**src/sffrp_defs.svh**
```systemverilog
// constants of the serial flash fast read path
`ifndef SFFRP_DEFS_SVH
`define SFFRP_DEFS_SVH

// ----------------------------------------------------------------
// opcodes
// ----------------------------------------------------------------
`define SFFRP_OP_FAST       8'h0B
`define SFFRP_OP_FAST4      8'h0C
`define SFFRP_OP_DOUT       8'h3B
`define SFFRP_OP_DOUT4      8'h3C
`define SFFRP_OP_QOUT       8'h6B
`define SFFRP_OP_QOUT4      8'h6C
`define SFFRP_OP_DIO        8'hBB
`define SFFRP_OP_DIO4       8'hBC
`define SFFRP_OP_QIO        8'hEB
`define SFFRP_OP_QIO4       8'hEC
`define SFFRP_OP_DTR        8'hED
`define SFFRP_OP_DTR4       8'hEE

// ----------------------------------------------------------------
// field counts and values
// ----------------------------------------------------------------
`define SFFRP_CMD_BITS      6'h08
`define SFFRP_ADDR_BITS3    6'h18
`define SFFRP_ADDR_BITS4    6'h20
`define SFFRP_BYTE_BITS     4'h8
`define SFFRP_DUMMY_SDR     4'h8
`define SFFRP_DUMMY_QIO     4'h4
`define SFFRP_DUMMY_DTR     4'h6
`define SFFRP_CONT_PAIR     2'h2
`define SFFRP_WRAP_RESET    3'h1
`define SFFRP_WRAP_DIS_BIT  0
`define SFFRP_WRAP_MIN      32'h0000_0008
`define SFFRP_ADDR_ONE      32'h0000_0001
`define SFFRP_LG_1          2'h0
`define SFFRP_LG_2          2'h1
`define SFFRP_LG_4          2'h2

// ----------------------------------------------------------------
// data buffer
// ----------------------------------------------------------------
`define SFFRP_BUF_WIDTH     8
`define SFFRP_BUF_DEPTH     2

`endif

```
**src/sffrp_pkg.sv**
```systemverilog
// types shared by the serial flash fast read path
package sffrp_pkg;

  // ----------------------------------------------------------------
  // transaction states
  // ----------------------------------------------------------------
  typedef enum logic [2:0] {
    ST_IDLE,
    ST_CMD,
    ST_ADDR,
    ST_MODE,
    ST_DUMMY,
    ST_DATA,
    ST_IGNORE
  } sffrp_state_t;

  // ----------------------------------------------------------------
  // decoded read command; lane widths held as log2 of lines
  // ----------------------------------------------------------------
  typedef struct packed {
    logic       valid;
    logic       addr4;
    logic [1:0] addrLg;
    logic [1:0] dataLg;
    logic       hasMode;
    logic [3:0] dummyClk;
    logic       dtr;
    logic       wrapOk;
  } sffrp_cmd_t;

  // ----------------------------------------------------------------
  // data line drive
  // ----------------------------------------------------------------
  typedef struct packed {
    logic [3:0] out;
    logic [3:0] oe;
  } sffrp_pins_t;

endpackage

```
**src/sffrp_fifo2.sv**
```systemverilog
// two-entry data buffer between memory fetch and serial output
`timescale 1ns/10ps
`include "sffrp_defs.svh"
module sffrp_fifo2 #(
  parameter int WIDTH = `SFFRP_BUF_WIDTH,
  parameter int DEPTH = `SFFRP_BUF_DEPTH
) (
  input  wire logic             clk,
  input  wire logic             rstn,
  input  wire logic             flush,
  input  wire logic             inValid,
  output logic                  inReady,
  input  wire logic [WIDTH-1:0] inData,
  output logic                  outValid,
  input  wire logic             outReady,
  output logic      [WIDTH-1:0] outData
);

  localparam int PW = (DEPTH > 1) ? $clog2(DEPTH) : 1;
  localparam logic [PW:0] FULL = (PW+1)'(DEPTH);
  localparam logic [PW-1:0] LAST = PW'(DEPTH - 1);

  logic [WIDTH-1:0] mem_reg  [DEPTH];
  logic [WIDTH-1:0] mem_next [DEPTH];
  logic [PW-1:0]    wrPtr_reg;
  logic [PW-1:0]    wrPtr_next;
  logic [PW-1:0]    rdPtr_reg;
  logic [PW-1:0]    rdPtr_next;
  logic [PW:0]      count_reg;
  logic [PW:0]      count_next;
  logic             inReady_reg;
  logic             inReady_next;
  logic             push;
  logic             pop;

  assign inReady  = inReady_reg;
  assign outValid = (count_reg != '0);
  assign outData  = mem_reg[rdPtr_reg];

  // ----------------------------------------------------------------
  // next state
  // ----------------------------------------------------------------
  always_comb begin
    push       = inValid & inReady_reg;
    pop        = outReady & outValid;
    wrPtr_next = wrPtr_reg;
    rdPtr_next = rdPtr_reg;
    count_next = count_reg;
    for (int i = 0; i < DEPTH; i++) begin
      mem_next[i] = mem_reg[i];
    end
    if (push) begin
      mem_next[wrPtr_reg] = inData;
      wrPtr_next = (wrPtr_reg == LAST) ? '0 : wrPtr_reg + 1'b1;
    end
    if (pop) begin
      rdPtr_next = (rdPtr_reg == LAST) ? '0 : rdPtr_reg + 1'b1;
    end
    if (push && !pop) begin
      count_next = count_reg + 1'b1;
    end else if (pop && !push) begin
      count_next = count_reg - 1'b1;
    end
    // a flush drops anything buffered, including a word pushed now
    if (flush) begin
      wrPtr_next = '0;
      rdPtr_next = '0;
      count_next = '0;
    end
    // ready is registered so the memory side sees a clean level
    inReady_next = (count_next != FULL);
  end

  always_ff @(posedge clk or negedge rstn) begin
    if (!rstn) begin
      wrPtr_reg   <= '0;
      rdPtr_reg   <= '0;
      count_reg   <= '0;
      inReady_reg <= 1'b0;
      for (int i = 0; i < DEPTH; i++) begin
        mem_reg[i] <= '0;
      end
    end else begin
      wrPtr_reg   <= wrPtr_next;
      rdPtr_reg   <= rdPtr_next;
      count_reg   <= count_next;
      inReady_reg <= inReady_next;
      for (int i = 0; i < DEPTH; i++) begin
        mem_reg[i] <= mem_next[i];
      end
    end
  end

endmodule

```
**src/sffrp_core.sv**
```systemverilog
// read command path of a serial flash, sampled on the system clock
`timescale 1ns/10ps
`include "sffrp_defs.svh"
module sffrp_core
  import sffrp_pkg::*;
(
  input  wire logic        clk,
  input  wire logic        rstn,
  input  wire logic        sclkPin,
  input  wire logic        csnPin,
  input  wire logic [3:0]  ioIn,
  output logic      [3:0]  ioOut,
  output logic      [3:0]  ioOe,
  input  wire logic        fourByteMode,
  input  wire logic        writeBusy,
  input  wire logic        resetCmd,
  input  wire logic        wrapLoad,
  input  wire logic [2:0]  wrapCfgIn,
  output logic      [2:0]  wrapCfg,
  output logic             contReadActive,
  output logic             memReqValid,
  input  wire logic        memReqReady,
  output logic      [31:0] memReqAddr,
  input  wire logic        memRspValid,
  output logic             memRspReady,
  input  wire logic [7:0]  memRspData
);

  // ----------------------------------------------------------------
  // decoding helpers
  // ----------------------------------------------------------------
  function automatic sffrp_cmd_t decodeOp(input logic [7:0] op);
    sffrp_cmd_t c;
    c = '0;
    c.valid = 1'b1;
    c.addr4 = (op == `SFFRP_OP_FAST4) | (op == `SFFRP_OP_DOUT4) |
              (op == `SFFRP_OP_QOUT4) | (op == `SFFRP_OP_DIO4)  |
              (op == `SFFRP_OP_QIO4)  | (op == `SFFRP_OP_DTR4);
    case (op)
      `SFFRP_OP_FAST, `SFFRP_OP_FAST4: begin
        c.dummyClk = `SFFRP_DUMMY_SDR;
      end
      `SFFRP_OP_DOUT, `SFFRP_OP_DOUT4: begin
        c.dummyClk = `SFFRP_DUMMY_SDR;
        c.dataLg   = `SFFRP_LG_2;
      end
      `SFFRP_OP_QOUT, `SFFRP_OP_QOUT4: begin
        c.dummyClk = `SFFRP_DUMMY_SDR;
        c.dataLg   = `SFFRP_LG_4;
      end
      `SFFRP_OP_DIO, `SFFRP_OP_DIO4: begin
        c.addrLg  = `SFFRP_LG_2;
        c.dataLg  = `SFFRP_LG_2;
        c.hasMode = 1'b1;
      end
      `SFFRP_OP_QIO, `SFFRP_OP_QIO4: begin
        c.addrLg   = `SFFRP_LG_4;
        c.dataLg   = `SFFRP_LG_4;
        c.hasMode  = 1'b1;
        c.dummyClk = `SFFRP_DUMMY_QIO;
        c.wrapOk   = 1'b1;
      end
      `SFFRP_OP_DTR, `SFFRP_OP_DTR4: begin
        c.addrLg   = `SFFRP_LG_4;
        c.dataLg   = `SFFRP_LG_4;
        c.hasMode  = 1'b1;
        c.dummyClk = `SFFRP_DUMMY_DTR;
        c.dtr      = 1'b1;
      end
      default: begin
        c = '0;
      end
    endcase
    return c;
  endfunction

  // edges of the address phase for one command
  function automatic logic [5:0] addrEdges(input sffrp_cmd_t c,
                                           input logic fb);
    logic [5:0] bits;
    bits = (c.addr4 | fb) ? `SFFRP_ADDR_BITS4 : `SFFRP_ADDR_BITS3;
    return bits >> c.addrLg;
  endfunction

  // line 3 holds the top bit of each nibble, line 0 the bottom
  function automatic logic [31:0] shiftIn(input logic [31:0] v,
                                          input logic [1:0]  lg,
                                          input logic [3:0]  io);
    case (lg)
      `SFFRP_LG_1: return {v[30:0], io[0]};
      `SFFRP_LG_2: return {v[29:0], io[1:0]};
      default:     return {v[27:0], io[3:0]};
    endcase
  endfunction

  // the top bits of a byte onto the lines of the data width
  function automatic sffrp_pins_t lanes(input logic [1:0] lg,
                                        input logic [7:0] b);
    sffrp_pins_t p;
    p = '0;
    case (lg)
      `SFFRP_LG_1: begin
        p.out[1] = b[7];
        p.oe     = 4'h2;
      end
      `SFFRP_LG_2: begin
        p.out[1:0] = b[7:6];
        p.oe       = 4'h3;
      end
      default: begin
        p.out = b[7:4];
        p.oe  = 4'hF;
      end
    endcase
    return p;
  endfunction

  // next read address: plain increment, or wrap inside a section
  function automatic logic [31:0] nextAddr(input logic [31:0] a,
                                           input logic        wrapOk,
                                           input logic [2:0]  cfg);
    logic [31:0] mask;
    logic [31:0] inc;
    mask = (`SFFRP_WRAP_MIN << cfg[2:1]) - `SFFRP_ADDR_ONE;
    inc  = a + `SFFRP_ADDR_ONE;
    if (wrapOk && !cfg[`SFFRP_WRAP_DIS_BIT]) begin
      return (a & ~mask) | (inc & mask);
    end
    return inc;
  endfunction

  // ----------------------------------------------------------------
  // pin synchronisers and link clock edges
  // ----------------------------------------------------------------
  logic       sclkS1;
  logic       sclkS2;
  logic       sclkS3;
  logic       csnS1;
  logic       csnS2;
  logic [3:0] ioS1;
  logic [3:0] ioS2;

  always_ff @(posedge clk or negedge rstn) begin
    if (!rstn) begin
      sclkS1 <= 1'b0;
      sclkS2 <= 1'b0;
      sclkS3 <= 1'b0;
      csnS1  <= 1'b1;
      csnS2  <= 1'b1;
      ioS1   <= 4'h0;
      ioS2   <= 4'h0;
    end else begin
      sclkS1 <= sclkPin;
      sclkS2 <= sclkS1;
      sclkS3 <= sclkS2;
      csnS1  <= csnPin;
      csnS2  <= csnS1;
      ioS1   <= ioIn;
      ioS2   <= ioS1;
    end
  end

  logic rise;
  logic fall;
  assign rise = sclkS2 & ~sclkS3;
  assign fall = ~sclkS2 & sclkS3;

  // ----------------------------------------------------------------
  // transaction state
  // ----------------------------------------------------------------
  sffrp_state_t state_reg, state_next;
  sffrp_cmd_t   cmd_reg, cmd_next;
  sffrp_cmd_t   contCmd_reg, contCmd_next;
  sffrp_cmd_t   dc;
  sffrp_pins_t  pins_reg, pins_next;
  logic [5:0]   cnt_reg, cnt_next;
  logic [3:0]   outCnt_reg, outCnt_next;
  logic [7:0]   shift_reg, shift_next;
  logic [31:0]  addr_reg, addr_next;
  logic [31:0]  fetchAddr_reg, fetchAddr_next;
  logic [31:0]  reqAddr_reg, reqAddr_next;
  logic [31:0]  sh;
  logic [2:0]   wrapCfg_reg, wrapCfg_next;
  logic         contMode_reg, contMode_next;
  logic         fetchEn_reg, fetchEn_next;
  logic         reqValid_reg, reqValid_next;
  logic         inflight_reg, inflight_next;
  logic         drop_reg, drop_next;
  logic         sampleEdge;
  logic         launchEdge;
  logic         flush;
  logic         pop;
  logic         rspAccept;
  logic         bufInReady;
  logic         bufOutValid;
  logic [7:0]   bufOutData;

  assign rspAccept = memRspValid & bufInReady;

  always_comb begin
    state_next     = state_reg;
    cmd_next       = cmd_reg;
    contCmd_next   = contCmd_reg;
    pins_next      = pins_reg;
    cnt_next       = cnt_reg;
    outCnt_next    = outCnt_reg;
    shift_next     = shift_reg;
    addr_next      = addr_reg;
    fetchAddr_next = fetchAddr_reg;
    reqAddr_next   = reqAddr_reg;
    wrapCfg_next   = wrapCfg_reg;
    contMode_next  = contMode_reg;
    fetchEn_next   = fetchEn_reg;
    reqValid_next  = reqValid_reg;
    inflight_next  = inflight_reg;
    drop_next      = drop_reg;
    flush          = 1'b0;
    pop            = 1'b0;
    dc             = '0;
    sh             = shiftIn(addr_reg, cmd_reg.addrLg, ioS2);
    // double rate moves address, mode and dummy on both edges
    sampleEdge = rise | (cmd_reg.dtr & fall);
    launchEdge = fall | (cmd_reg.dtr & rise);
    if (wrapLoad) begin
      wrapCfg_next = wrapCfgIn;
    end
    if (resetCmd) begin
      contMode_next = 1'b0;
    end
    if (csnS2) begin
      state_next   = ST_IDLE;
      pins_next    = '0;
      fetchEn_next = 1'b0;
      flush        = 1'b1;
    end else begin
      case (state_reg)
        ST_IDLE: begin
          addr_next = '0;
          if (contMode_reg) begin
            cmd_next   = contCmd_reg;
            cnt_next   = addrEdges(contCmd_reg, fourByteMode);
            state_next = ST_ADDR;
          end else begin
            cnt_next   = `SFFRP_CMD_BITS;
            state_next = ST_CMD;
          end
        end
        ST_CMD: begin
          if (rise) begin
            shift_next = {shift_reg[6:0], ioS2[0]};
            cnt_next   = cnt_reg - 6'h01;
            if (cnt_reg == 6'h01) begin
              dc = decodeOp({shift_reg[6:0], ioS2[0]});
              if (!dc.valid || (dc.dtr && writeBusy)) begin
                state_next = ST_IGNORE;
              end else begin
                cmd_next   = dc;
                cnt_next   = addrEdges(dc, fourByteMode);
                state_next = ST_ADDR;
              end
            end
          end
        end
        ST_ADDR: begin
          if (sampleEdge) begin
            addr_next = sh;
            cnt_next  = cnt_reg - 6'h01;
            if (cnt_reg == 6'h01) begin
              fetchAddr_next = sh;
              fetchEn_next   = 1'b1;
              if (cmd_reg.hasMode) begin
                cnt_next   = {2'h0, `SFFRP_BYTE_BITS >> cmd_reg.addrLg};
                state_next = ST_MODE;
              end else begin
                cnt_next   = {2'h0, cmd_reg.dummyClk};
                state_next = ST_DUMMY;
              end
            end
          end
        end
        ST_MODE: begin
          if (sampleEdge) begin
            dc.dummyClk = cmd_reg.dummyClk;
            sh          = shiftIn({24'h0, shift_reg}, cmd_reg.addrLg,
                                  ioS2);
            shift_next  = sh[7:0];
            cnt_next    = cnt_reg - 6'h01;
            if (cnt_reg == 6'h01) begin
              // pair 10 keeps the command for the next selection
              contMode_next = (shift_next[5:4] == `SFFRP_CONT_PAIR);
              contCmd_next  = cmd_reg;
              outCnt_next   = 4'h0;
              if (cmd_reg.dummyClk == 4'h0) begin
                state_next = ST_DATA;
              end else begin
                cnt_next   = cmd_reg.dtr ? {1'b0, cmd_reg.dummyClk, 1'b0}
                                         : {2'h0, cmd_reg.dummyClk};
                state_next = ST_DUMMY;
              end
            end
          end
        end
        ST_DUMMY: begin
          pins_next = '0;
          if (sampleEdge) begin
            cnt_next = cnt_reg - 6'h01;
            if (cnt_reg == 6'h01) begin
              outCnt_next = 4'h0;
              state_next  = ST_DATA;
            end
          end
        end
        ST_DATA: begin
          if (launchEdge) begin
            if (outCnt_reg == 4'h0) begin
              if (bufOutValid) begin
                pop         = 1'b1;
                pins_next   = lanes(cmd_reg.dataLg, bufOutData);
                shift_next  = bufOutData << (4'h1 << cmd_reg.dataLg);
                outCnt_next = (`SFFRP_BYTE_BITS >> cmd_reg.dataLg) - 4'h1;
              end
            end else begin
              pins_next   = lanes(cmd_reg.dataLg, shift_reg);
              shift_next  = shift_reg << (4'h1 << cmd_reg.dataLg);
              outCnt_next = outCnt_reg - 4'h1;
            end
          end
        end
        ST_IGNORE: begin
          pins_next = '0;
        end
        default: begin
          state_next = ST_IDLE;
        end
      endcase
    end
    // one fetch in flight at a time, ahead of the serial output
    if (fetchEn_reg && !csnS2 && !reqValid_reg && !inflight_reg &&
        !drop_reg && bufInReady) begin
      reqValid_next  = 1'b1;
      reqAddr_next   = fetchAddr_reg;
      fetchAddr_next = nextAddr(fetchAddr_reg, cmd_reg.wrapOk,
                                wrapCfg_reg);
    end
    if (reqValid_reg && memReqReady) begin
      reqValid_next = 1'b0;
      inflight_next = 1'b1;
    end
    if (inflight_reg && rspAccept) begin
      inflight_next = 1'b0;
      drop_next     = 1'b0;
    end
    // a fetch still open at deselect returns stale data; discard it
    if (csnS2 && (reqValid_reg || (inflight_reg && !rspAccept))) begin
      drop_next = 1'b1;
    end
  end

  always_ff @(posedge clk or negedge rstn) begin
    if (!rstn) begin
      state_reg     <= ST_IDLE;
      cmd_reg       <= '0;
      contCmd_reg   <= '0;
      pins_reg      <= '0;
      cnt_reg       <= 6'h00;
      outCnt_reg    <= 4'h0;
      shift_reg     <= 8'h00;
      addr_reg      <= 32'h0000_0000;
      fetchAddr_reg <= 32'h0000_0000;
      reqAddr_reg   <= 32'h0000_0000;
      wrapCfg_reg   <= `SFFRP_WRAP_RESET;
      contMode_reg  <= 1'b0;
      fetchEn_reg   <= 1'b0;
      reqValid_reg  <= 1'b0;
      inflight_reg  <= 1'b0;
      drop_reg      <= 1'b0;
    end else begin
      state_reg     <= state_next;
      cmd_reg       <= cmd_next;
      contCmd_reg   <= contCmd_next;
      pins_reg      <= pins_next;
      cnt_reg       <= cnt_next;
      outCnt_reg    <= outCnt_next;
      shift_reg     <= shift_next;
      addr_reg      <= addr_next;
      fetchAddr_reg <= fetchAddr_next;
      reqAddr_reg   <= reqAddr_next;
      wrapCfg_reg   <= wrapCfg_next;
      contMode_reg  <= contMode_next;
      fetchEn_reg   <= fetchEn_next;
      reqValid_reg  <= reqValid_next;
      inflight_reg  <= inflight_next;
      drop_reg      <= drop_next;
    end
  end

  // ----------------------------------------------------------------
  // data buffer
  // ----------------------------------------------------------------
  sffrp_fifo2 u_buf (
    .clk      (clk),
    .rstn     (rstn),
    .flush    (flush),
    .inValid  (memRspValid & ~drop_reg),
    .inReady  (bufInReady),
    .inData   (memRspData),
    .outValid (bufOutValid),
    .outReady (pop),
    .outData  (bufOutData)
  );

  assign ioOut          = pins_reg.out;
  assign ioOe           = pins_reg.oe;
  assign wrapCfg        = wrapCfg_reg;
  assign contReadActive = contMode_reg;
  assign memReqValid    = reqValid_reg;
  assign memReqAddr     = reqAddr_reg;
  assign memRspReady    = bufInReady;

endmodule

```
**config.mk**
```make
export PLATFORM = sky130hd
export DESIGN_NAME = sffrp_core
export DESIGN_NICKNAME = d
export VERILOG_FILES = /design/src/sffrp_pkg.sv /design/src/sffrp_fifo2.sv /design/src/sffrp_core.sv
export VERILOG_INCLUDE_DIRS = /design/src /design/src/src
export SDC_FILE = /design/constraint.sdc
export NUM_CORES = 1
export LEC_CHECK = 0
export ABC_AREA = 1
export BUFFER_PORTS_ARGS = -buffer_cell sky130_fd_sc_hd__buf_2
export CAP_MARGIN = 25
export CORE_AREA = 4 4 162 164
export DETAILED_ROUTE_END_ITERATION = 6
export DIE_AREA = 0 0 166 168
export PLACE_DENSITY = 0.71
export RECOVER_POWER = 25
export SLEW_MARGIN = 20
export SYNTH_ARGS = -nofsm -noshare
export SYNTH_HDL_FRONTEND = slang
export SYNTH_SLANG_ARGS = --single-unit
export TNS_END_PERCENT = 5
```
**constraint.sdc**
```tcl
create_clock -name clk -period 2.3 [get_ports clk]
set_input_delay 0.46 -clock clk [delete_from_list [all_inputs] [get_ports clk]]
set_output_delay 0.46 -clock clk [all_outputs]
set_load 0.005 [all_outputs]
```
Word level (Yosys, flattened, before mapping):

Index checks and enable logic that the tools add are counted.

* bits of input ports: 25
* register bits: 192
* output and inout port bits: 46
* word-level logic and storage cells: 337

* $lt $le $gt $ge: 3
* bitwise operators: 27
* reduce and logical (&&, ||, !) cells: 71
* equality and inequality tests: 46
* shift-type cells: 8
* multiplexer cells: 129
* add/subtract/negate cells: 9

Operators by type and width (count)
* $mux W32: 7
* $mux W8: 16
* $mux W6: 12
* $and A32 B32 Y32: 2
* $pmux W32 S2: 1
* $pmux W31 S2: 1
* $mux W13: 4
* $eq A8 B8 Y1 const B: 6
* $mux W1: 39
* $mux W3: 11
* $add A32 B1 Y32 const B: 1
* $not A32 Y32: 1
* $or A32 B32 Y32: 1
* $pmux W8 S2: 2
* $shl A4 B2 Y32 const A: 1
* $sub A32 B1 Y32 const B: 1
* $mux W31: 1
* $mux W2: 15
* $pmux W6 S5: 1
* $reduce_bool A2 Y1: 15
* $ne A3 B3 Y1 const B: 9
* $pmux W13 S2: 1
* $mux W4: 6
* $pmux W8 S3: 1
* 52 further kinds: 138

Longest topological paths before layout:

Gate-level depths: netlist (run 1).

* depth after elaboration: 18
* gate-level depth with buffers: 18
* mapped depth without buffers: 17

By module:

From an unflattened synthesis (run 1), not the netlist that was laid out.

* cells, all modules: 1440
* area total of the unflattened synthesis: 10819.1 sq um

By module, submodules not included
* sffrp_core: area an instance 9786.9 sq um, instances 1, seq. area each 4207.8 sq um, cells an instance 1320
* sffrp_fifo2: area an instance 1032.2 sq um, instances 1, seq. area each 525.5 sq um, cells an instance 120

Worst setup path after synthesis (run 1):

OpenSTA, ideal clock, no wires.

* path type: register to register
* from: reg shift_reg[3]
* to: reg cnt_reg[2]
* arrival time: 1.803 ns
* slack: 0.384 ns
* data required time: 2.187 ns
* cell stages (with the launch flop): 18
* path buffers: 0
* setup time: 0.113 ns
* period minus slack after synthesis: 1.916 ns
* cells stage by stage: dfrtp_1 > inv_2 > nand2_2 > nor2_4 > inv_2 > nor2_2 > nor2_1 > nand3b_1 > inv_1 > ha_1 > inv_1 > nand2_1 > nand2_1 > nand4_1 > nand3_1 > nand3_1 > nand2_1 > inv_1

* cells in the longest elaborated chain, start to end: 18
* elaborated cells on any way between the ends: 46
* classes of those cells: eq/ne: 12; shift: 1; mux: 20; bitwise: 6; reduce/logical: 7

RTL lines
* from (decl): RTL line sffrp_core.sv:178 `logic [7:0] shift_reg, shift_next;`
* from (signal assigned): RTL line sffrp_core.sv:384 `shift_reg <= shift_next;`
* $eq A8 B4 Y1 or $eq A8 B6 Y1 (tied branches): RTL line sffrp_core.sv:39 `case (op)`
* $or A1 B1 Y1 (5 in a row): RTL line sffrp_core.sv:36 `` c.addr4 = (op == `SFFRP_OP_FAST4) | (op == `SFFRP_OP_DOUT4) | ``
* $mux W2: RTL line sffrp_core.sv:39
* $mux W2: RTL line sffrp_core.sv:252 `if (cnt_reg == 6'h01) begin`
* $mux W2: RTL line sffrp_core.sv:249 `if (rise) begin`
* $mux W2: RTL line sffrp_core.sv:236 `case (state_reg)`
* $mux W2: RTL line sffrp_core.sv:230 `if (csnS2) begin`
* $or A1 B1 Y1: RTL line sffrp_core.sv:81 `` bits = (c.addr4 | fb) ? `SFFRP_ADDR_BITS4 : `SFFRP_ADDR_BITS3; ``
* $mux W6 (no source line)
* $shr A6 B2 Y6: RTL line sffrp_core.sv:82 `return bits >> c.addrLg;`
* $mux W6 (*): RTL line sffrp_core.sv:254 `if (!dc.valid || (dc.dtr && writeBusy)) begin`
* $mux W6 (*): RTL line sffrp_core.sv:252
* $mux W6 (*): RTL line sffrp_core.sv:249
* $pmux W6 S5 (*): RTL line sffrp_core.sv:236
* to (signal assigned): RTL line sffrp_core.sv:382 `cnt_reg <= cnt_next;`
* to (decl): RTL line sffrp_core.sv:176 `logic [5:0] cnt_reg, cnt_next;`

Every way passes the cells marked *; elsewhere a longest branch is shown, timed or not. The select of a mux whose other input is x is not followed.
A chain may end at the register's enable or synchronous reset.

Final worst setup path (run 1):

Ends and elaborated chain as after synthesis.

==> results of run 1 <==
[stage by stage]
stage	worst slack, ps	area (sq um)	power, mW	hold slack [ps]
after floorplan	384	11000	7.13	164
after global placement	201	11700	8.09	333
after detailed placement	142	11700	8.14	349
after CTS	117	12300	11.3	9.18
after global routing	32.8	12400	12.0	100
final	190	12400	11.3	111
[per-layer routing]
metal	routed length [microns]	track usage [%]	vias up
met2	13500	33.5	409
met1	12900	27.8	4650
met4	550	6.71	0
met3	1810	3.50	57
met5	0	0	-
li1	-	-	4751
[power groups by stage]
stage,sequential [mW],combinational (mW),clock (mW)
after global routing,4.33,4.41,3.28
final,4.27,3.93,3.10
after CTS,4.25,3.85,3.15
after floorplan,4.18,2.95,0
after global placement,4.29,3.80,0
after detailed placement,4.31,3.83,0
[worst register-to-register path: stages (launching register included)]
cell and delay [ps]:
dfrtp_2 450, inv_2 90, nand2_2 100, nor2_4 180
inv_2 50, nor2_2 90, nor2_1 70, nand3b_1 130
inv_1 110, ha_4 250, inv_1 50, nand2_1 50
nand2_1 60, nand4_1 80, nand3_1 100, nand3_1 70
nand2_1 60, inv_1 30
[area by class of cell]
type / instances / share of cell area, %
flip-flops and latches: 189 / 38.3
repair buffers: 105 / 5.26
clock inverters: 15 / 1.54
well taps: 330 / 3.34
inverters: 177 / 5.43
multi-input cells: 966 / 42.7
clock buffers: 17 / 3.44
[logic make-up (layout without fill, tap and decap cells)]
group,Yosys count,in the layout
xor+xnor,29,29
fa+ha+maj,10,10
mux,5,5
compound gates,335,335
simple gates,587,587
flops,189,189
buf+inv,232,314
[cells in the mapped netlist (all sizes together) (7+ instances only)]
library cell,instances,share of area (%)
clkbuf,23,0.80
o221ai,11,0.88
a21oi,65,3.2
a22oi,22,2.1
nand3b,7,0.51
xor2,27,2.2
dfrtp,186,42
ha,10,1.1
o21ai,158,7.8
o22ai,28,1.6
nand4,19,1.4
inv,176,6.1
nand2,325,12
nor3,27,1.5
nand3,68,3.4
o31ai,15,1.0
nor2,129,5.7
buf,32,2.1
o211ai,12,0.82
[path summary, 6_finish.rpt]
kind                              start          endpoint  cells past startpoint  slack [ps]
max                        shift_reg[3]        cnt_reg[2]                     17         190
min                              csnPin             csnS1                      1         110
max reg2reg                shift_reg[3]        cnt_reg[2]                     17         190
min reg2reg                     ioS1[3]           ioS2[3]                      0         360
max in group asynchronous          rstn             csnS1                      2         840
min in group asynchronous          rstn  fetchAddr_reg[2]                      1         400
[timing repair]
| item | CTS | global route |
|---|---|---|
| endpoints found under the setup margin | 0 | 2 |
| gates resized for setup | 0 | 6 |
| setup buffers | 0 | 2 |
| hold buffers | 0 | 0 |
==> flow_summary.ini, run 1 <==
[sta]
period_needed_ps = 2110
finalSetupViolations = 0
tightest_slew_ps = 1580
hold_viol = 0
slew_viol_final = 54
fin_skew_ps = 19.3
setup_tns_ps = 0
fin_crit_sh_pct = 91.7
max_slew_margin_pct = -5.32
rsz0062_at_grt = false
max_freq_mhz = 474

[cts]
clk-insertion-delay-late_ps = 450
cts_tree = done
cts_root_buffer = clkbuf_16
cts_inserted_buffers = 17
cts_max_level = 4
clock_path_buffers = 2
cts.clk_slew.worst_paths_ps = 80
clock_sinks = 189

[critical_path]
critPathBufInv = 5
startpoint_type = register
cp_slowest_cell = dfrtp_2
cp.required_ps = 2640
arrival_ps = 2450
path_class = register to register
crit_fanout = 6
crit_chain = inv_2 -> nand2_2 -> nor2_4 -> inv_2 -> nor2_2 -> nor2_1 -> nand3b_1 -> inv_1 -> ha_4 -> inv_1 -> nand2_1 -> nand2_1 -> nand4_1 -> nand3_1 -> nand3_1 -> nand2_1 -> inv_1
critical_path.top_delay_family = simple AND/OR/NAND/NOR gates
max_stage_delay_ps = 450
endpoint_kind = register

[placed_design]
dp_cells = 1765
place_congestion = 0.959
place_hpwl_microns = 20800
port_buffers = 70

[die]
io_pins = 71
die_area_sq_um = 27900
initial_core_util_pct = 44.1
die_x_microns = 166
coreArea_sq_um = 24900
rows = 58
die_h_microns = 168

[final_layout]
diodes = 0
layout-area-overhead-vs-synth_pct = 12.7
multiInputGateArea_sq_um = 5280
utilization_pct = 49.7
drive_gt1_share_pct = 18.0
finalNetCount = 1491
fin_cells = 1799
final_cell_mix = 313 x nand2_1, 183 x dfrtp_1, 152 x inv_1
seqCellArea_sq_um = 4740
final_common_cell = nand2_1
nFillCells = 2390

[yosys]
syn-num-nets = 1422
synth_xor_area_share_pct = 2.31
syn_inst = 1387
synth_top_family_by_area = simple AND/OR/NAND/NOR gates
synthAdderAreaFrac_pct = 1.14
async_flop_share_pct = 100
ys_types = 61
synth-simple-area-share_pct = 24.8
synth_mux_area_share_pct = 0.490
synth-edff-count = 0
avgSynthCellArea_sq_um = 7.91
synth-main-ff-cell = dfrtp_1
synth_area_sq_um = 11000
ys_warn_count = 0
ys_seq_area_share_pct = 43.1
synth-seq-cells = 189
synth_compound_area_share_pct = 19.1

[grt]
track_usage_pct = 20.5
grt_pass1_vias = 9447
grt_max_degree = 77
grt_pass1_wl_microns = 47700
antenna_found_initial = 0
gr-total-overflow = 0

[route]
dr.pass1.iters = 5
viasPerCell = 5.48
wl_microns = 28800
via_count = 9867
dr.first_iter.drc_count = 1135
drc_errors = 0
wire_per_inst_microns = 16.0
drtAntennaViolNets = 0

[worst_hold_path]
hp-class = input pin to register

[power]
intPower_mw = 6.60
p_sw_mw = 4.69
p_comb_share_pct = 34.8
vdd_ir_drop_max_mv = 0.505
p_seq_share_pct = 37.8
p_leak_nw = 5.79
p_clk_share_pct = 27.4
switching_share_pct = 41.5
power_density_nw_per_um2 = 914

[status]
violations = capacitance limit, slew limit
status = complete, but fails checks

[job]
cap_violations = 1
No activity file was read; power rests on OpenSTA's default activity.
==> run 2, diff against run 1 <==
--- a/config.mk
+++ b/config.mk
@@ -9,13 +9,14 @@
 export ABC_AREA = 1
 export BUFFER_PORTS_ARGS = -buffer_cell sky130_fd_sc_hd__buf_2
 export CAP_MARGIN = 25
-export CORE_AREA = 4 4 162 164
+export CORE_AREA = 4 4 161 163
 export DETAILED_ROUTE_END_ITERATION = 6
-export DIE_AREA = 0 0 166 168
+export DIE_AREA = 0 0 165 167
 export PLACE_DENSITY = 0.71
 export RECOVER_POWER = 25
 export SLEW_MARGIN = 20
 export SYNTH_ARGS = -nofsm -noshare
 export SYNTH_HDL_FRONTEND = slang
+export SYNTH_HIERARCHICAL = 1
 export SYNTH_SLANG_ARGS = --single-unit
 export TNS_END_PERCENT = 5
==> flow_summary.ini, run 2 <==
[sta]
fin_skew_ps = 15.6
setup_tns_ps = 0
max_freq_mhz = 452
tightest_slew_ps = 1650
hold_viol = 0
period_needed_ps = 2210
rsz0062_at_grt = true
finalSetupViolations = 0
setup_slack_ps = 87.2
max_slew_margin_pct = -9.85
fin_crit_sh_pct = 96.2
slew_viol_final = 61

[yosys]
yosysTopAreaCell = dfrtp_1
synth_area_sq_um = 10800
syn_inst = 1440
synthMostInstantiatedCell = nand2_1
synthTopCellsByCount = 381 x nand2_1, 186 x dfrtp_1, 166 x inv_1
synth-main-ff-cell = dfrtp_1
synth_top_area_share_pct = 43.0
ys_seq_area_share_pct = 43.7
avgSynthCellArea_sq_um = 7.51
syn-num-nets = 1475
synth-seq-cells = 189
ys_types = 56
async_flop_share_pct = 100
synth_area_leaders = dfrtp_1 43%, nand2_1 13%, inv_1 5.8%
ys_warn_count = 6
synth-edff-count = 0

[final_layout]
fin_cells = 1860
layout-area-overhead-vs-synth_pct = 13.6
diodes = 0
final_common_cell = nand2_1
seqCellArea_sq_um = 4730
multiInputGateArea_sq_um = 5110
finalNetCount = 1558
nFillCells = 2355
drive_gt1_share_pct = 14.2
final_cell_mix = 380 x nand2_1, 186 x dfrtp_1, 166 x inv_1

[critical_path]
cp_slowest_cell = inv_1
path_class = register to register
arrival_ps = 2560
critPathBufInv = 2
max_stage_delay_ps = 440
endpoint_kind = register
cp.required_ps = 2640
path_common_cell = o21ai_0
critical_path.top_delay_family = simple AND/OR/NAND/NOR gates
startpoint_type = register
crit_chain = inv_2 -> nand2_1 -> nor3_1 -> nand3_2 -> inv_1 -> o21ai_0 -> o21ai_0 -> nor2_1 -> a21oi_1
crit_fanout = 13

[grt]
track_usage_pct = 21.9
grt_pass1_vias = 9504
antenna_found_initial = 0
gr-total-overflow = 0
grt_max_degree = 61
grt_pass1_wl_microns = 49000

[die]
io_pins = 71
die_x_microns = 165
initial_core_util_pct = 44.5
die_h_microns = 167
die_area_sq_um = 27600
rows = 57
coreArea_sq_um = 24300

[route]
dr.first_iter.drc_count = 926
drc_errors = 0
viasPerCell = 5.40
via_count = 10049
dr.pass1.iters = 6
wl_microns = 29700
wire_per_inst_microns = 16.0
drtAntennaViolNets = 0

[cts]
post-cts-setup-buffer-count = 0
clock_sinks = 189
cts_inserted_buffers = 17
cts_tree = done
cts-resized-gates = 0
cts_hold_buffers = 0
cts.clk_slew.worst_paths_ps = 80
clk-insertion-delay-late_ps = 450
cts_max_level = 4
clock_path_buffers = 2
cts_root_buffer = clkbuf_16

[worst_hold_path]
hp-class = input pin to register

[power]
switching_share_pct = 42.9
p_comb_share_pct = 40.8
p_leak_nw = 6.05
p_sw_mw = 5.28
vdd_ir_drop_max_mv = 0.716
p_seq_share_pct = 34.5
intPower_mw = 7.03
p_clk_share_pct = 24.7
power_density_nw_per_um2 = 1000

[status]
status = complete, but fails checks
violations = capacitance limit, slew limit

[placed_design]
place_congestion = 0.975
dp_cells = 1828
port_buffers = 70
place_hpwl_microns = 22200
dp_slack_ps = 101

[job]
cap_violations = 1
==> run 2: cell count changes after synthesis, moves of 9 or more <==
cell	change
nand2_1	+68
nand3_1	+22
o21ai_1	+22
o21ai_0	-17
a22oi_1	+13
a22oi_2	-13
inv_1	+13
nor2_2	-12
nor2_1	+9
==> run 2: per-stage QoR <==
step / util [%] / instance area [sq um] / power (mW) / hold slack, ps
floorplan: - / 10800 / 7.80 / 164
global placement: 48.2 / 11700 / 9.18 / 335
detailed placement: 48.2 / 11700 / 9.24 / 335
CTS: 50.7 / 12300 / 12.3 / 19.7
global route: 50.5 / 12300 / 13.2 / 95.0
finish: 50.5 / 12300 / 12.3 / 119
==> run 2: cell type report <==
| type | count | share of cell area (%) |
|---|---|---|
| clock buffers | 18 | 3.49 |
| multi-input cells | 1011 | 41.6 |
| inverters | 183 | 5.59 |
| repair buffers | 121 | 6.10 |
| flip-flops and latches | 189 | 38.5 |
| well taps | 324 | 3.30 |
| clock inverters | 14 | 1.45 |
==> run 2: cells by family (layout without fill, tap and decap cells) <==
family	after synthesis	in the layout	synth area share, %
buffers and inverters	240	336	9.18
AND/OR/NAND/NOR	646	646	25.4
adder cells (fa/ha/maj)	10	10	1.16
AO/OA/AOI/OAI	322	322	17.8
flip-flops	189	189	43.7
XOR/XNOR	29	29	2.35
multiplexers	4	4	0.382
==> run 2: path summary, 6_finish.rpt <==
check | startpoint | end | slack (ps) | cells past startpoint
min in group asynchronous | rstn | cnt_reg[0] | 440 | 1
max | csnS2 | register | 90 | 9
min | sclkPin | sclkS1 | 120 | 1
max in group asynchronous | rstn | async pin | 350 | 2
max reg2reg | csnS2 | register | 90 | 9
min reg2reg | ioS1[1] | ioS2[1] | 350 | 0
==> run 2: routing by layer <==
| layer | GRT usage (%) | wire [microns] |
|---|---|---|
| met4 | 6.33 | 582 |
| met1 | 30.7 | 13400 |
| met5 | 0 | 0 |
| met3 | 3.58 | 1690 |
| met2 | 35.0 | 14000 |
==> run 2: power groups by stage <==
stage | logic, mW | registers (mW) | clock network (mW)
finish | 5.02 | 4.24 | 3.04
global route | 5.62 | 4.31 | 3.25
CTS | 4.98 | 4.23 | 3.09
detailed placement | 4.95 | 4.29 | 0
global placement | 4.91 | 4.28 | 0
floorplan | 3.69 | 4.11 | 0
==> run 2: worst register-to-register path, cell delays in order (launching register included) <==
cell	delay [ps]
dfstp_2	430
inv_2	80
nand2_1	90
nor3_1	200
nand3_2	250
inv_1	440
o21ai_0	160
o21ai_0	200
nor2_1	80
a21oi_1	190
==> run 3, diff against run 2 <==
--- a/config.mk
+++ b/config.mk
@@ -12,7 +12,7 @@
 export CORE_AREA = 4 4 161 163
 export DETAILED_ROUTE_END_ITERATION = 6
 export DIE_AREA = 0 0 165 167
-export PLACE_DENSITY = 0.71
+export PLACE_DENSITY = 0.68
 export RECOVER_POWER = 25
 export SLEW_MARGIN = 20
 export SYNTH_ARGS = -nofsm -noshare
==> flow_summary.ini, run 3 (synthesis results as in run 2) <==
[status]
status = completed

[sta]
fin_crit_sh_pct = 89.8
max_freq_mhz = 484
hold_viol = 0
rsz0062_at_grt = false
setup_tns_ps = 0
setup_slack_ps = 234
max_slew_margin_pct = 24.2
fin_skew_ps = 20.9
period_needed_ps = 2070
finalSetupViolations = 0
slew_viol_final = 0
tightest_slew_ps = 1140

[power]
power_density_nw_per_um2 = 998
p_sw_mw = 5.22
p_leak_nw = 6.07
vdd_ir_drop_max_mv = 0.675
p_comb_share_pct = 40.4
switching_share_pct = 42.5
power_mw = 12.3
intPower_mw = 7.06
p_seq_share_pct = 34.7
p_clk_share_pct = 24.9

[route]
drtAntennaViolNets = 0
drc_errors = 0
via_count = 9960
wire_per_inst_microns = 16.0
dr.pass1.iters = 6
viasPerCell = 5.35
wl_microns = 29800
dr.first_iter.drc_count = 1092

[final_layout]
drive_gt1_share_pct = 14.6
final_cell_mix = 381 x nand2_1, 182 x dfrtp_1, 167 x inv_1
final_common_cell = nand2_1
layout-area-overhead-vs-synth_pct = 13.8
diodes = 0
fin_cells = 1863
finalNetCount = 1561

[grt]
antenna_found_initial = 0
gr-total-overflow = 0
grt_pass1_wl_microns = 49300
track_usage_pct = 22.0
grt_max_degree = 57
grt_pass1_vias = 9524

[die]
coreArea_sq_um = 24300
io_pins = 71
die_area_sq_um = 27600
die_h_microns = 167
rows = 57
initial_core_util_pct = 44.5
die_x_microns = 165

[critical_path]
critPathBufInv = 3
crit_chain = inv_2 -> nand3_2 -> inv_1 -> nand4_1 -> o21ai_0 -> inv_1
crit_fanout = 8
startpoint_type = register
regToRegSetupSlack_ps = 230
rr_endpoint = contCmd_reg[9]
cp.required_ps = 2610
max_stage_delay_ps = 470
path_class = register to register
ff2ff_path_depth = 6
cp_slowest_cell = dfrtp_1
arrival_ps = 2380
endpoint_kind = register
critical_path.top_delay_family = buffers and inverters
path_common_cell = inv_1
r2r-start = state_reg[2]

[job]
cap_violations = 0

[placed_design]
dp_cells = 1830
port_buffers = 70
dp_slack_ps = 233
place_congestion = 0.955
place_hpwl_microns = 22200

[worst_hold_path]
whs_path_depth = 1
hp-class = input pin to register
holdPathEnd = csnS1
hp-start = csnPin

[cts]
clock_path_buffers = 2
clk-insertion-delay-late_ps = 440
cts_tree = done
cts.clk_slew.worst_paths_ps = 80
cts_inserted_buffers = 17
cts_max_level = 4
cts_root_buffer = clkbuf_16
clock_sinks = 189
post-cts-setup-buffer-count = 0
==> run 3: changes by cell type in the layout (fill, tap and decap cells not counted), moves of 2 or more <==
cell / delta
clkinv_2: -2
clkbuf_1: -4
clkinv_8: -4
buf_12: -2
dfrtp_2: +4
buf_2: +3
clkbuf_8: +4
buf_4: +6
dfrtp_1: -4
clkbuf_2: -2
==> run 3: area by class of cell <==
class | instances | area [sq um]
tap | 324 | 405
clock buffer | 20 | 467
fill | 2393 | 12000
clock inverter | 12 | 139
sequential | 189 | 4740
inverter | 183 | 687
timing repair buffer | 124 | 764
multi-input combinational | 1011 | 5110
==> run 3: repair_timing <==
| action | 4_1_cts | 5_1_grt |
|---|---|---|
| hold buffers | 1 | 0 |
| setup endpoints to repair | 0 | 4 |
| hold endpoints to repair | 22 | 0 |
| resized for setup | 0 | 6 |
==> run 3: through the flow <==
step,instance area [sq um],hold WS [ps],util (%)
2_1_floorplan,10800,164,-
4_1_cts,12300,98.1,50.7
6_report,12300,109,50.6
3_3_place_gp,11700,334,48.1
5_1_grt,12300,101,50.6
3_5_place_dp,11700,335,48.1
==> run 3: worst max-delay path by stage <==
stage | from | end | slack (ps) | depth (start not counted)
2_1_floorplan | cnt_reg[1] | register | 520 | 13
3_3_place_gp | shift_reg[3] | cmd_reg[8] | 240 | 14
3_5_place_dp | shift_reg[3] | cmd_reg[8] | 230 | 14
4_1_cts | state_reg[0] | cnt_reg[1] | 200 | 10
5_1_grt | csnS2 | register | 20 | 9
6_report | state_reg[2] | contCmd_reg[9] | 230 | 6
==> run 3: metal layers <==
metal  wire length [microns]  vias to the layer above  share of wire (%)  GRT usage [%]
li1                        -                     4896                  -              -
met1                   13100                     4656                 44           30.8
met2                   14100                      351                 47           34.9
met3                    1810                       57                6.1           3.81
met4                     775                        0                2.6           6.94
met5                       0                        -                  0              0
==> run 3: power groups by stage <==
stage / clock (mW) / sequential, mW / combinational [mW]
finish: 3.05 / 4.26 / 4.97
global route: 3.26 / 4.32 / 5.56
CTS: 3.11 / 4.24 / 4.91
detailed placement: 0 / 4.30 / 4.87
global placement: 0 / 4.28 / 4.86
floorplan: 0 / 4.11 / 3.69
